**config.mk**
```make
export PLATFORM = sky130hd
export DESIGN_NAME = mds_sync_ctrl
export DESIGN_NICKNAME = d
export VERILOG_FILES = /design/src/rtl/mds_pkg.sv /design/src/rtl/mds_delay_line.sv /design/src/rtl/mds_sync_ctrl.sv
export VERILOG_INCLUDE_DIRS = /design/src /design/src/rtl
export SDC_FILE = /design/constraint.sdc
export NUM_CORES = 1
export LEC_CHECK = 0
export BUFFER_PORTS_ARGS = -buffer_cell sky130_fd_sc_hd__clkbuf_2
export CAP_MARGIN = 0
export CORE_MARGIN = 2
export CORE_UTILIZATION = 50
export DETAILED_ROUTE_END_ITERATION = 10
export PLACE_DENSITY = 0.72
export SLEW_MARGIN = 5
export SYNTH_ARGS = -nofsm -noshare
export SYNTH_HDL_FRONTEND = slang
export SYNTH_SLANG_ARGS = --single-unit
export TNS_END_PERCENT = 5
```
**constraint.sdc**
```tcl
create_clock -name clk_i -period 5.7 [get_ports clk_i]
set_clock_uncertainty 0.15 [all_clocks]
set_input_delay 1.71 -clock clk_i [delete_from_list [all_inputs] [get_ports clk_i]]
set_output_delay 1.71 -clock clk_i [all_outputs]
set_load 0.02 [all_outputs]
```
**src/rtl/mds_consts.svh**
```systemverilog
// offsets, field positions, reset values and timing counts of the sync control block
`ifndef MDS_CONSTS_SVH
`define MDS_CONSTS_SVH

`define MDS_ADDR_DIGCTL_A 8'h01
`define MDS_ADDR_DIGCTL_B 8'h02
`define MDS_ADDR_CLKDIV_MARGIN 8'h03
`define MDS_ADDR_CLKDELAY_OUTDIV 8'h04
`define MDS_ADDR_OUTDELAY_INRATIO 8'h05
`define MDS_ADDR_INDELAY_MARGIN 8'h06
`define MDS_ADDR_ENABLES_STATE 8'h07

`define MDS_BIT_DCK_DLY_MSB 1
`define MDS_BIT_DCK_DLY_EN 4
`define MDS_BIT_SI_EN 7
`define MDS_BIT_SO_EN 6
`define MDS_BIT_SO_RISE 5

`define MDS_RST_BYTE 8'h00
`define MDS_RST_BIT 1'b0

`define MDS_CLK_PS 20000
`define MDS_DLY_STEP_PS 80
// a least time rounds up, and never below one cycle
`define MDS_DLY_STEP_CYC ((`MDS_DLY_STEP_PS + `MDS_CLK_PS - 1) / `MDS_CLK_PS)
`define MDS_SO_N_MAX 6'h20
`define MDS_GAP_MAX 4'hF

`endif

```
**src/rtl/mds_pkg.sv**
```systemverilog
// types shared by the sync control block
package mds_pkg;
	typedef struct packed {
		logic [1:0] dck_div;
		logic [3:0] data_margin;
		logic [4:0] dck_delay;
		logic dck_dly_en;
		logic [2:0] so_div;
		logic [4:0] so_delay;
		logic [2:0] si_ratio;
		logic [4:0] si_delay;
		logic [3:0] si_margin;
		logic si_en;
		logic so_en;
		logic so_rise;
		logic [4:0] clk_state;
	} mds_cfg_s;

	typedef enum logic [1:0] {
		MDS_SO_IDLE = 2'b01,
		MDS_SO_ARMED = 2'b10
	} mds_so_e;
endpackage

```
**src/rtl/mds_delay_line.sv**
```systemverilog
// tapped delay line whose selected tap comes out of a register
`timescale 1ns/1ns
module mds_delay_line #(
	parameter int TAPS = 32,
	parameter int STEP = 1
) (
	input wire logic clk_i,
	input wire logic rst_i,
	input wire logic d_i,
	input wire logic [4:0] sel_i,
	output logic q_o
);
	localparam int DEPTH = TAPS * STEP;
	logic [DEPTH-1:0] line_ff;
	logic [DEPTH-1:0] nxt_line;
	logic q_ff;
	logic nxt_q;

	// tap 0 is the nominal delay of two registers
	always_comb begin
		nxt_line = {line_ff[DEPTH-2:0], d_i};
		nxt_q = line_ff[int'(sel_i) * STEP];
	end

	always_ff @(posedge clk_i) begin
		if (rst_i) begin
			line_ff <= '0;
			q_ff <= 1'b0;
		end else begin
			line_ff <= nxt_line;
			q_ff <= nxt_q;
		end
	end

	assign q_o = q_ff;
endmodule

```
**src/rtl/mds_sync_ctrl.sv**
```systemverilog
// data-clock divider/delay, sync output generator and sync input qualifier
`timescale 1ns/1ns
`include "mds_consts.svh"

module mds_sync_ctrl
	import mds_pkg::*;
(
	input wire logic clk_i,
	input wire logic rst_i,
	input wire logic [7:0] reg_addr_i,
	input wire logic [7:0] reg_wdata_i,
	input wire logic reg_wr_i,
	input wire logic reg_rd_i,
	output logic [7:0] reg_rdata_o,
	input wire logic reference_clock_in_i,
	input wire logic sync_in_i,
	input wire logic data_edge_i,
	output logic source_word_clock_out_o,
	output logic sync_out_o,
	output logic sync_event_o,
	output logic [4:0] clock_state_o,
	output logic data_timing_err_o,
	output logic sync_timing_err_o
);
	// register bytes
	logic dck_msb_ff, nxt_dck_msb;
	logic dck_en_ff, nxt_dck_en;
	logic [7:0] r03_ff, nxt_r03, r04_ff, nxt_r04, r05_ff, nxt_r05, r06_ff, nxt_r06, r07_ff, nxt_r07;
	logic [7:0] rdata_ff, nxt_rdata;
	mds_cfg_s cfg;

	// clocking and sync state
	logic ref_prev_ff, nxt_ref_prev;
	logic [1:0] dck_cnt_ff, nxt_dck_cnt;
	logic [4:0] so_cnt_ff, nxt_so_cnt;
	mds_so_e so_state_ff, nxt_so_state;
	logic so_pulse_ff, nxt_so_pulse;
	logic si_prev_ff, nxt_si_prev;
	logic [2:0] si_cnt_ff, nxt_si_cnt;
	logic event_ff, nxt_event;
	logic [4:0] state_ff, nxt_state;
	logic dck_prev_ff, nxt_dck_prev;
	logic [3:0] dgap_ff, nxt_dgap, rgap_ff, nxt_rgap;
	logic derr_ff, nxt_derr, serr_ff, nxt_serr;

	logic ref_rise, ref_fall, so_tick, dck_raw, si_dly, si_rise, dck_rise;
	logic [4:0] dck_sel;

	// sync output period N for a divide code; undefined codes fall back to 32
	function automatic logic [5:0] so_period(input logic [2:0] code);
		so_period = (code <= 3'h5) ? (`MDS_SO_N_MAX >> code) : `MDS_SO_N_MAX;
	endfunction

	// saturating gap counter, shared by both margin checks
	function automatic logic [3:0] gap_step(input logic restart, input logic [3:0] gap);
		gap_step = restart ? 4'h0 : ((gap == `MDS_GAP_MAX) ? gap : gap + 4'h1);
	endfunction

	// field unpacking; split delay codes are joined from two registers
	always_comb begin
		cfg.dck_div = r03_ff[5:4];
		cfg.data_margin = r03_ff[3:0];
		cfg.dck_delay = {dck_msb_ff, r04_ff[7:4]};
		cfg.dck_dly_en = dck_en_ff;
		cfg.so_div = r04_ff[3:1];
		cfg.so_delay = {r04_ff[0], r05_ff[7:4]};
		cfg.si_ratio = r05_ff[3:1];
		cfg.si_delay = {r05_ff[0], r06_ff[7:4]};
		cfg.si_margin = r06_ff[3:0];
		cfg.si_en = r07_ff[`MDS_BIT_SI_EN];
		cfg.so_en = r07_ff[`MDS_BIT_SO_EN];
		cfg.so_rise = r07_ff[`MDS_BIT_SO_RISE];
		cfg.clk_state = r07_ff[4:0];
	end

	// register writes and registered read data; unmapped offsets read zero
	always_comb begin
		nxt_dck_msb = dck_msb_ff;
		nxt_dck_en = dck_en_ff;
		nxt_r03 = r03_ff;
		nxt_r04 = r04_ff;
		nxt_r05 = r05_ff;
		nxt_r06 = r06_ff;
		nxt_r07 = r07_ff;
		nxt_rdata = rdata_ff;
		if (reg_wr_i) begin
			case (reg_addr_i)
				`MDS_ADDR_DIGCTL_A: nxt_dck_msb = reg_wdata_i[`MDS_BIT_DCK_DLY_MSB];
				`MDS_ADDR_DIGCTL_B: nxt_dck_en = reg_wdata_i[`MDS_BIT_DCK_DLY_EN];
				`MDS_ADDR_CLKDIV_MARGIN: nxt_r03 = reg_wdata_i; // bits 7:6 kept as written by software
				`MDS_ADDR_CLKDELAY_OUTDIV: nxt_r04 = reg_wdata_i;
				`MDS_ADDR_OUTDELAY_INRATIO: nxt_r05 = reg_wdata_i;
				`MDS_ADDR_INDELAY_MARGIN: nxt_r06 = reg_wdata_i;
				`MDS_ADDR_ENABLES_STATE: nxt_r07 = reg_wdata_i;
				default: ;
			endcase
		end
		if (reg_rd_i) begin
			case (reg_addr_i)
				`MDS_ADDR_DIGCTL_A: nxt_rdata = 8'(dck_msb_ff) << `MDS_BIT_DCK_DLY_MSB;
				`MDS_ADDR_DIGCTL_B: nxt_rdata = 8'(dck_en_ff) << `MDS_BIT_DCK_DLY_EN;
				`MDS_ADDR_CLKDIV_MARGIN: nxt_rdata = r03_ff;
				`MDS_ADDR_CLKDELAY_OUTDIV: nxt_rdata = r04_ff;
				`MDS_ADDR_OUTDELAY_INRATIO: nxt_rdata = r05_ff;
				`MDS_ADDR_INDELAY_MARGIN: nxt_rdata = r06_ff;
				`MDS_ADDR_ENABLES_STATE: nxt_rdata = r07_ff;
				default: nxt_rdata = 8'h00;
			endcase
		end
	end

	always_ff @(posedge clk_i) begin
		if (rst_i) begin
			dck_msb_ff <= `MDS_RST_BIT;
			dck_en_ff <= `MDS_RST_BIT;
			r03_ff <= `MDS_RST_BYTE;
			r04_ff <= `MDS_RST_BYTE;
			r05_ff <= `MDS_RST_BYTE;
			r06_ff <= `MDS_RST_BYTE;
			r07_ff <= `MDS_RST_BYTE;
			rdata_ff <= 8'h00;
		end else begin
			dck_msb_ff <= nxt_dck_msb;
			dck_en_ff <= nxt_dck_en;
			r03_ff <= nxt_r03;
			r04_ff <= nxt_r04;
			r05_ff <= nxt_r05;
			r06_ff <= nxt_r06;
			r07_ff <= nxt_r07;
			rdata_ff <= nxt_rdata;
		end
	end

	// reference edges; the reference input is already synchronous to clk_i
	assign ref_rise = reference_clock_in_i & ~ref_prev_ff;
	assign ref_fall = ~reference_clock_in_i & ref_prev_ff;
	assign so_tick = ({1'b0, so_cnt_ff} == so_period(cfg.so_div) - 6'h01);
	assign si_rise = si_dly & ~si_prev_ff;
	assign dck_rise = source_word_clock_out_o & ~dck_prev_ff;
	// delay bypassed while disabled, so a stale code cannot skew the data clock
	assign dck_sel = cfg.dck_dly_en ? cfg.dck_delay : 5'h00;

	// data clock divider built on reference rising edges
	always_comb begin
		nxt_ref_prev = reference_clock_in_i;
		nxt_dck_cnt = ref_rise ? dck_cnt_ff + 2'h1 : dck_cnt_ff;
		case (cfg.dck_div)
			2'b01: dck_raw = dck_cnt_ff[0];
			2'b10: dck_raw = dck_cnt_ff[1];
			default: dck_raw = reference_clock_in_i;
		endcase
	end

	// sync output: divide the DAC clock, then release on the chosen reference edge
	always_comb begin
		nxt_so_cnt = so_tick ? 5'h00 : so_cnt_ff + 5'h01;
		nxt_so_state = so_state_ff;
		nxt_so_pulse = 1'b0;
		case (so_state_ff)
			MDS_SO_IDLE: begin
				if (so_tick && cfg.so_en) begin
					nxt_so_state = MDS_SO_ARMED;
				end
			end
			MDS_SO_ARMED: begin
				if (!cfg.so_en) begin
					nxt_so_state = MDS_SO_IDLE;
				end else if (cfg.so_rise ? ref_rise : ref_fall) begin
					nxt_so_pulse = 1'b1;
					nxt_so_state = MDS_SO_IDLE;
				end
			end
			default: nxt_so_state = MDS_SO_IDLE;
		endcase
	end

	// sync input qualification and clock state machine load
	always_comb begin
		nxt_si_prev = si_dly;
		nxt_si_cnt = si_cnt_ff;
		nxt_event = 1'b0;
		nxt_state = state_ff + 5'h01;
		if (cfg.si_en && si_rise) begin
			if (si_cnt_ff >= cfg.si_ratio) begin
				nxt_si_cnt = 3'h0;
				nxt_event = 1'b1;
				nxt_state = cfg.clk_state;
			end else begin
				nxt_si_cnt = si_cnt_ff + 3'h1;
			end
		end
	end

	// timing margin checks, each judged at the moment it matters
	always_comb begin
		nxt_dck_prev = source_word_clock_out_o;
		nxt_dgap = gap_step(data_edge_i, dgap_ff);
		nxt_rgap = gap_step(ref_rise, rgap_ff);
		nxt_derr = derr_ff;
		nxt_serr = serr_ff;
		if (dck_rise) begin
			nxt_derr = (dgap_ff < cfg.data_margin);
		end
		if (cfg.si_en && si_rise) begin
			nxt_serr = (rgap_ff < cfg.si_margin);
		end
	end

	always_ff @(posedge clk_i) begin
		if (rst_i) begin
			ref_prev_ff <= 1'b0;
			dck_cnt_ff <= 2'h0;
			so_cnt_ff <= 5'h00;
			so_state_ff <= MDS_SO_IDLE;
			so_pulse_ff <= 1'b0;
			si_prev_ff <= 1'b0;
			si_cnt_ff <= 3'h0;
			event_ff <= 1'b0;
			state_ff <= 5'h00;
			dck_prev_ff <= 1'b0;
			dgap_ff <= 4'h0;
			rgap_ff <= 4'h0;
			derr_ff <= 1'b0;
			serr_ff <= 1'b0;
		end else begin
			ref_prev_ff <= nxt_ref_prev;
			dck_cnt_ff <= nxt_dck_cnt;
			so_cnt_ff <= nxt_so_cnt;
			so_state_ff <= nxt_so_state;
			so_pulse_ff <= nxt_so_pulse;
			si_prev_ff <= nxt_si_prev;
			si_cnt_ff <= nxt_si_cnt;
			event_ff <= nxt_event;
			state_ff <= nxt_state;
			dck_prev_ff <= nxt_dck_prev;
			dgap_ff <= nxt_dgap;
			rgap_ff <= nxt_rgap;
			derr_ff <= nxt_derr;
			serr_ff <= nxt_serr;
		end
	end

	// the three delay lines; one step is at least one clock cycle at this rate
	mds_delay_line #(.TAPS(32), .STEP(`MDS_DLY_STEP_CYC)) u_dck_dly (
		.clk_i(clk_i), .rst_i(rst_i), .d_i(dck_raw), .sel_i(dck_sel), .q_o(source_word_clock_out_o)
	);
	mds_delay_line #(.TAPS(32), .STEP(`MDS_DLY_STEP_CYC)) u_so_dly (
		.clk_i(clk_i), .rst_i(rst_i), .d_i(so_pulse_ff), .sel_i(cfg.so_delay), .q_o(sync_out_o)
	);
	mds_delay_line #(.TAPS(32), .STEP(`MDS_DLY_STEP_CYC)) u_si_dly (
		.clk_i(clk_i), .rst_i(rst_i), .d_i(sync_in_i), .sel_i(cfg.si_delay), .q_o(si_dly)
	);

	assign reg_rdata_o = rdata_ff;
	assign sync_event_o = event_ff;
	assign clock_state_o = state_ff;
	assign data_timing_err_o = derr_ff;
	assign sync_timing_err_o = serr_ff;
endmodule

```
Yosys cells after proc, flatten, opt, wreduce, memory -nomap -nowiden

Cells that the tools add are included.

Bits in registers: 181
Input bits: 23
Logic and storage cells: 105

Add/subtract/negate cells: 7
Order comparisons: 7
Eq/ne operators: 16
Shifts and indexed selects: 1
Muxes and demuxes: 20
Bitwise gates (word level): 11
Reductions and logical operators: 15

Operator list:

| cell                                                       | number |
|---|---|
| case mux 8 bit (7 select lines)                            | 1 |
| equality test 8 x 3 -> 1 bit, second input constant        | 4 |
| less-than comparator 5 x 6 -> 1 bit, second input constant | 3 |
| equality test 8 x 2 -> 1 bit, second input constant        | 2 |
| AND reduction 2 bit                                        | 8 |
| binary-select mux 1 bit (select 5 bit)                     | 3 |
| 2-to-1 mux 5 bit                                           | 3 |
| adder 5 x 1 -> 5 bit, second input constant                | 2 |
| adder 4 x 1 -> 4 bit, second input constant                | 2 |
| equality test 4 bit, second input constant                 | 2 |
| equality test 8 x 1 -> 1 bit, second input constant        | 1 |
| less-than comparator 4 bit                                 | 2 |
| OR reduction 2 bit                                         | 4 |
| inverter 1 bit                                             | 7 |
| equality test 5 x 6 -> 1 bit                               | 1 |
| 2-to-1 mux 1 bit                                           | 6 |
| 2-to-1 mux 2 bit                                           | 3 |
| 2-to-1 mux 6 bit                                           | 1 |
| >> shifter 6 x 3 -> 6 bit, first input constant            | 1 |
| subtractor 6 x 1 -> 6 bit, second input constant           | 1 |
| AND 1 bit                                                  | 4 |
| equality test 2 x 1 -> 1 bit, second input constant        | 2 |
| equality test 2 bit, second input constant                 | 2 |
| case mux 2 bit (2 select lines)                            | 1 |
| 10 further kinds                                           | 11 |

Logic depth before layout (Yosys ltp)

Depth in word-level cells: 7
Depth in mapped cells: 8

Cells and area by module

Synthesis repeated with hierarchy kept, for this count alone.

Cell total of the unflattened synthesis: 664
Area, all modules: 7,423.4 um2

By module, submodules not included:

| module         | instances | cells an instance | area each (um2) | sequential area each (um2) |
|---|---|---|---|---|
| mds_sync_ctrl  | 1         | 391               | 3,857.4         | 1,641.6 |
| mds_delay_line | 3         | 91                | 1,188.6         | 660.6 |

Worst setup path before layout

OpenSTA, ideal clock, no wires.

Path kind: input to register
From: input reg_addr_i[3]
To: register r06_ff[7]
Setup time: 0.128 ns
Arrival: 3.219 ns
Data required time: 5.422 ns
Path slack: 2.203 ns
Stages on the path: 7
Buffers on the path: 2
Path through: or4_4 -> nand4bb_4 -> buf_6 -> nor3b_2 -> buf_6 -> mux2i_1 -> nor2_1

Longest elaborated chain between the ends: 2

RTL lines:

| what                          | line                 | RTL |
|---|---|---|
| start, declared               | mds_sync_ctrl.sv:10  | `input wire logic [7:0] reg_addr_i,` |
| equality test 8 x 3 -> 1 bit  | mds_sync_ctrl.sv:87  | `case (reg_addr_i)` |
| AND reduction 2 bit (no line) | --                   |  |
| end signal, assigned          | mds_sync_ctrl.sv:119 | `` r06_ff <= `MDS_RST_BYTE; `` |
| end signal, assigned          | mds_sync_ctrl.sv:128 | `r06_ff <= nxt_r06;` |
| end, declared                 | mds_sync_ctrl.sv:28  | `logic [7:0] r03_ff, nxt_r03, r04_ff, nxt_r04, r05_ff, nxt_r05, r06_ff, nxt_r06, r07_ff, nxt_r07;` |

No other way between the ends.
A chain may end at the register's enable or synchronous reset.

Worst setup path after layout

From: input reg_addr_i[3]
To: register r06_ff[5]

Same word-level chain as after synthesis.

==> results.json <==
{
  "pre_cts_slack_ps": 1640,
  "ctsHtreeMaxLevel": 4,
  "reg2regPathDepth": 7,
  "cp.required_ps": 5860,
  "cts_made_buffers": 17,
  "worst_slew_pin_slew_ps": 912,
  "viasPerCell": 5.55,
  "min_to": "u_so_dly.line_ff[0]$_SDFF_PP0_",
  "fp.dieH_um": 126,
  "first_pass_iters": 5,
  "status": "complete, no violations",
  "seqPwrFrac_pct": 49.9,
  "end_kind": "flip-flop",
  "die-area_mm2": 0.0158,
  "hp-class": "reg -> reg",
  "finalHoldViolations": 0,
  "final-setup-viol-count": 0,
  "drt-initial-drc-count": 444,
  "grt_overflow": 0,
  "p_per_area_mw_per_mm2": 311,
  "core_area_mm2": 0.0145,
  "hpwlAfterDp_mm": 10.3,
  "post-cts-setup-buffer-count": 0,
  "p_int_uw": 2010,
  "num_vias": 5135,
  "initial_core_util_pct": 51.0,
  "crit_start": "reg_addr_i[3]",
  "pin_count": 41,
  "drive_gt1_share_pct": 15.0,
  "cp_max_fo": 12,
  "power_frac_clock_pct": 46.9,
  "power.leakage_uw": 0.00316,
  "netlist_area_mm2": 0.00739,
  "ctsHoldBuffers": 0,
  "syn_nets": 746,
  "routedWlPerCell_um": 16.4,
  "drtAntennaViolNets": 0,
  "drc": 0,
  "grt_pass1_vias": 5123,
  "grt_pass1_wl_mm": 25.5,
  "power.share.switching_pct": 22.0,
  "rows": 44,
  "period_share_pct": 63.3,
  "maxSlewViolCount": 0,
  "clk_pin_slew_worst_paths_ps": 70,
  "crit_arrival_ps": 3770,
  "fp.dieW_um": 126,
  "gp_congestion": 0.822,
  "clock-sinks": 181,
  "fin_tns_setup_ps": 0,
  "dpl_cell_area_mm2": 0.00767,
  "max-vdd-ir-drop_mv": 0.194,
  "clk_latency_ps": 430,
  "worst_slack_ps": 2090,
  "design_area_mm2": 0.00829,
  "post_cts_resized": 0,
  "drt_wl_total_mm": 15.2,
  "cp-start-kind": "primary input",
  "synth_top_area_cell": "dfxtp_1",
  "syn_inst": 706,
  "timing.rr.end": "so_cnt_ff[2]$_SDFF_PP0_",
  "worst_hold_slack_ps": 305,
  "synth.distinct_cells": 59,
  "grt_max_degree": 71,
  "yosysWarnings": 0,
  "clock_path_buffers": 2,
  "fin_nets": 769,
  "worstReg2RegStart": "r04_ff[3]$_SDFFE_PP0P_",
  "async_reset_ff_share_pct": 0,
  "grt_setup_unrepaired": "false",
  "hold_depth": 1,
  "worstSetupPathType": "in -> reg",
  "clock.fmax_mhz": 277,
  "combPwrFrac_pct": 3.2,
  "synth_edf_count": 0,
  "synth_area_leaders": "dfxtp_1, nor2b_1, mux4_2, mux2i_1, nor2_1",
  "seq_area_frac_synth_pct": 49.0,
  "cts_tree": "yes",
  "ys_top_cells_by_count": "dfxtp_1, nor2b_1, nor2_1",
  "grt_use_total_pct": 20.2,
  "root_buffer": "clkbuf_16",
  "synth_area_per_cell_um2": 10.5,
  "synth_ff_type": "dfxtp_1",
  "antennaDiodeCount": 0,
  "fill_cells": 1233,
  "port-buffer-count": 40,
  "reg2reg_slack_ps": 2890,
  "min_from": "so_pulse_ff$_SDFF_PP0_",
  "syn_to_final_growth_pct": 12.1,
  "slew_headroom_pct": 38.7,
  "max_cap_viol_count": 0,
  "utilization_pct": 57.2,
  "yosys_register_bits": 181,
  "yosysMostFrequentCell": "dfxtp_1",
  "grt_antenna_before_repair": 3,
  "fin_crit_ps": 3610,
  "netSwitchingPower_uw": 568,
  "synth_top_area_share_pct": 49.0
}
-- cells in the final DEF, fill, tap and decap left out, types with 4 or more instances in the layout --
master	count
a21o_1	5
nand3b_1	4
nor3_1	10
a31oi_1	6
inv_1	20
nor3b_1	4
clkbuf_16	17
o22ai_1	6
clkbuf_2	39
nand2_1	26
nand2b_1	7
a21oi_1	25
a22oi_1	6
mux2_2	6
ha_1	17
nand3_1	13
nor2_1	64
xnor2_1	9
a2111oi_0	4
xor2_1	6
o2bb2ai_1	5
nor2b_1	116
dfxtp_1	181
o21ai_0	16
mux2i_1	49
mux4_2	23
-- worst max path at each step --
| stage | slack (ps) | to | depth (start not counted) |
|---|---|---|---|
| global route | 1970 | r06_ff[7]$_SDFFE_PP0P_ | 6 |
| floorplan | 2200 | r06_ff[7]$_SDFFE_PP0P_ | 7 |
| CTS | 2100 | r06_ff[5]$_SDFFE_PP0P_ | 6 |
| finish | 2090 | r06_ff[5]$_SDFFE_PP0P_ | 6 |
| detailed placement | 1640 | r06_ff[5]$_SDFFE_PP0P_ | 6 |
| global placement | 1710 | r06_ff[5]$_SDFFE_PP0P_ | 6 |
-- metrics by stage --
step	power, uW	instances
global placement	1390	894
floorplan	1370	706
global route	2660	926
CTS	2590	926
finish	2580	926
detailed placement	1400	894
-- worst max-delay path, cell delays in order --
cell       delay [ps]
clkbuf_2           80
or4_4             540
nand4bb_4         360
nor3b_2           740
mux2i_1           280
nor2_1             60
-- final cells by class --
type                    instances  area, um2  share of cell area (%)
inverters                      20       75.1                   0.906
well taps                     184        230                    2.78
clock inverters                14        175                    2.11
clock buffers                  18        439                    5.30
repair buffers                 42        218                    2.63
flip-flops and latches        181       3620                    43.7
multi-input cells             467       3530                    42.5
-- logic make-up after synthesis --
logic type,synth area share (%)
simple gates,19.3
flops,49.0
compound gates,9.25
mux,14.6
buf+inv,3.25
fa+ha+maj,2.88
xor+xnor,1.78
-- flip-flops by register name (all words and copies together) (netlist names), 2 cells and up --
name,count
so_cnt_ff,5
u_dck_dly.line_ff,32
clock_state_o,5
r06_ff,8
dgap_ff,4
r07_ff,8
u_so_dly.line_ff,32
si_cnt_ff,3
dck_cnt_ff,2
rgap_ff,4
u_si_dly.line_ff,32
so_state_ff,2
r05_ff,8
r03_ff,8
r04_ff,8
reg_rdata_o,8
-- power groups by stage --
stage | sequential [uW] | clock, uW | combinational (uW)
finish | 1290 | 1210 | 82.2
global route | 1290 | 1280 | 90.3
floorplan | 1310 | 0 | 53.7
global placement | 1310 | 0 | 79.9
detailed placement | 1310 | 0 | 82.1
CTS | 1290 | 1230 | 82.6
-- layer usage --
| layer | up-vias | global-route usage [%] | part of all wire [%] |
|---|---|---|---|
| met1 | 2496 | 25.2 | 45 |
| met2 | 107 | 33.3 | 48 |
| met5 | - | 0 | 0.18 |
| met3 | 21 | 5.78 | 5.1 |
| li1 | 2507 | - | - |
| met4 | 4 | 7.39 | 1.8 |
(Power assumes the default switching activity.)
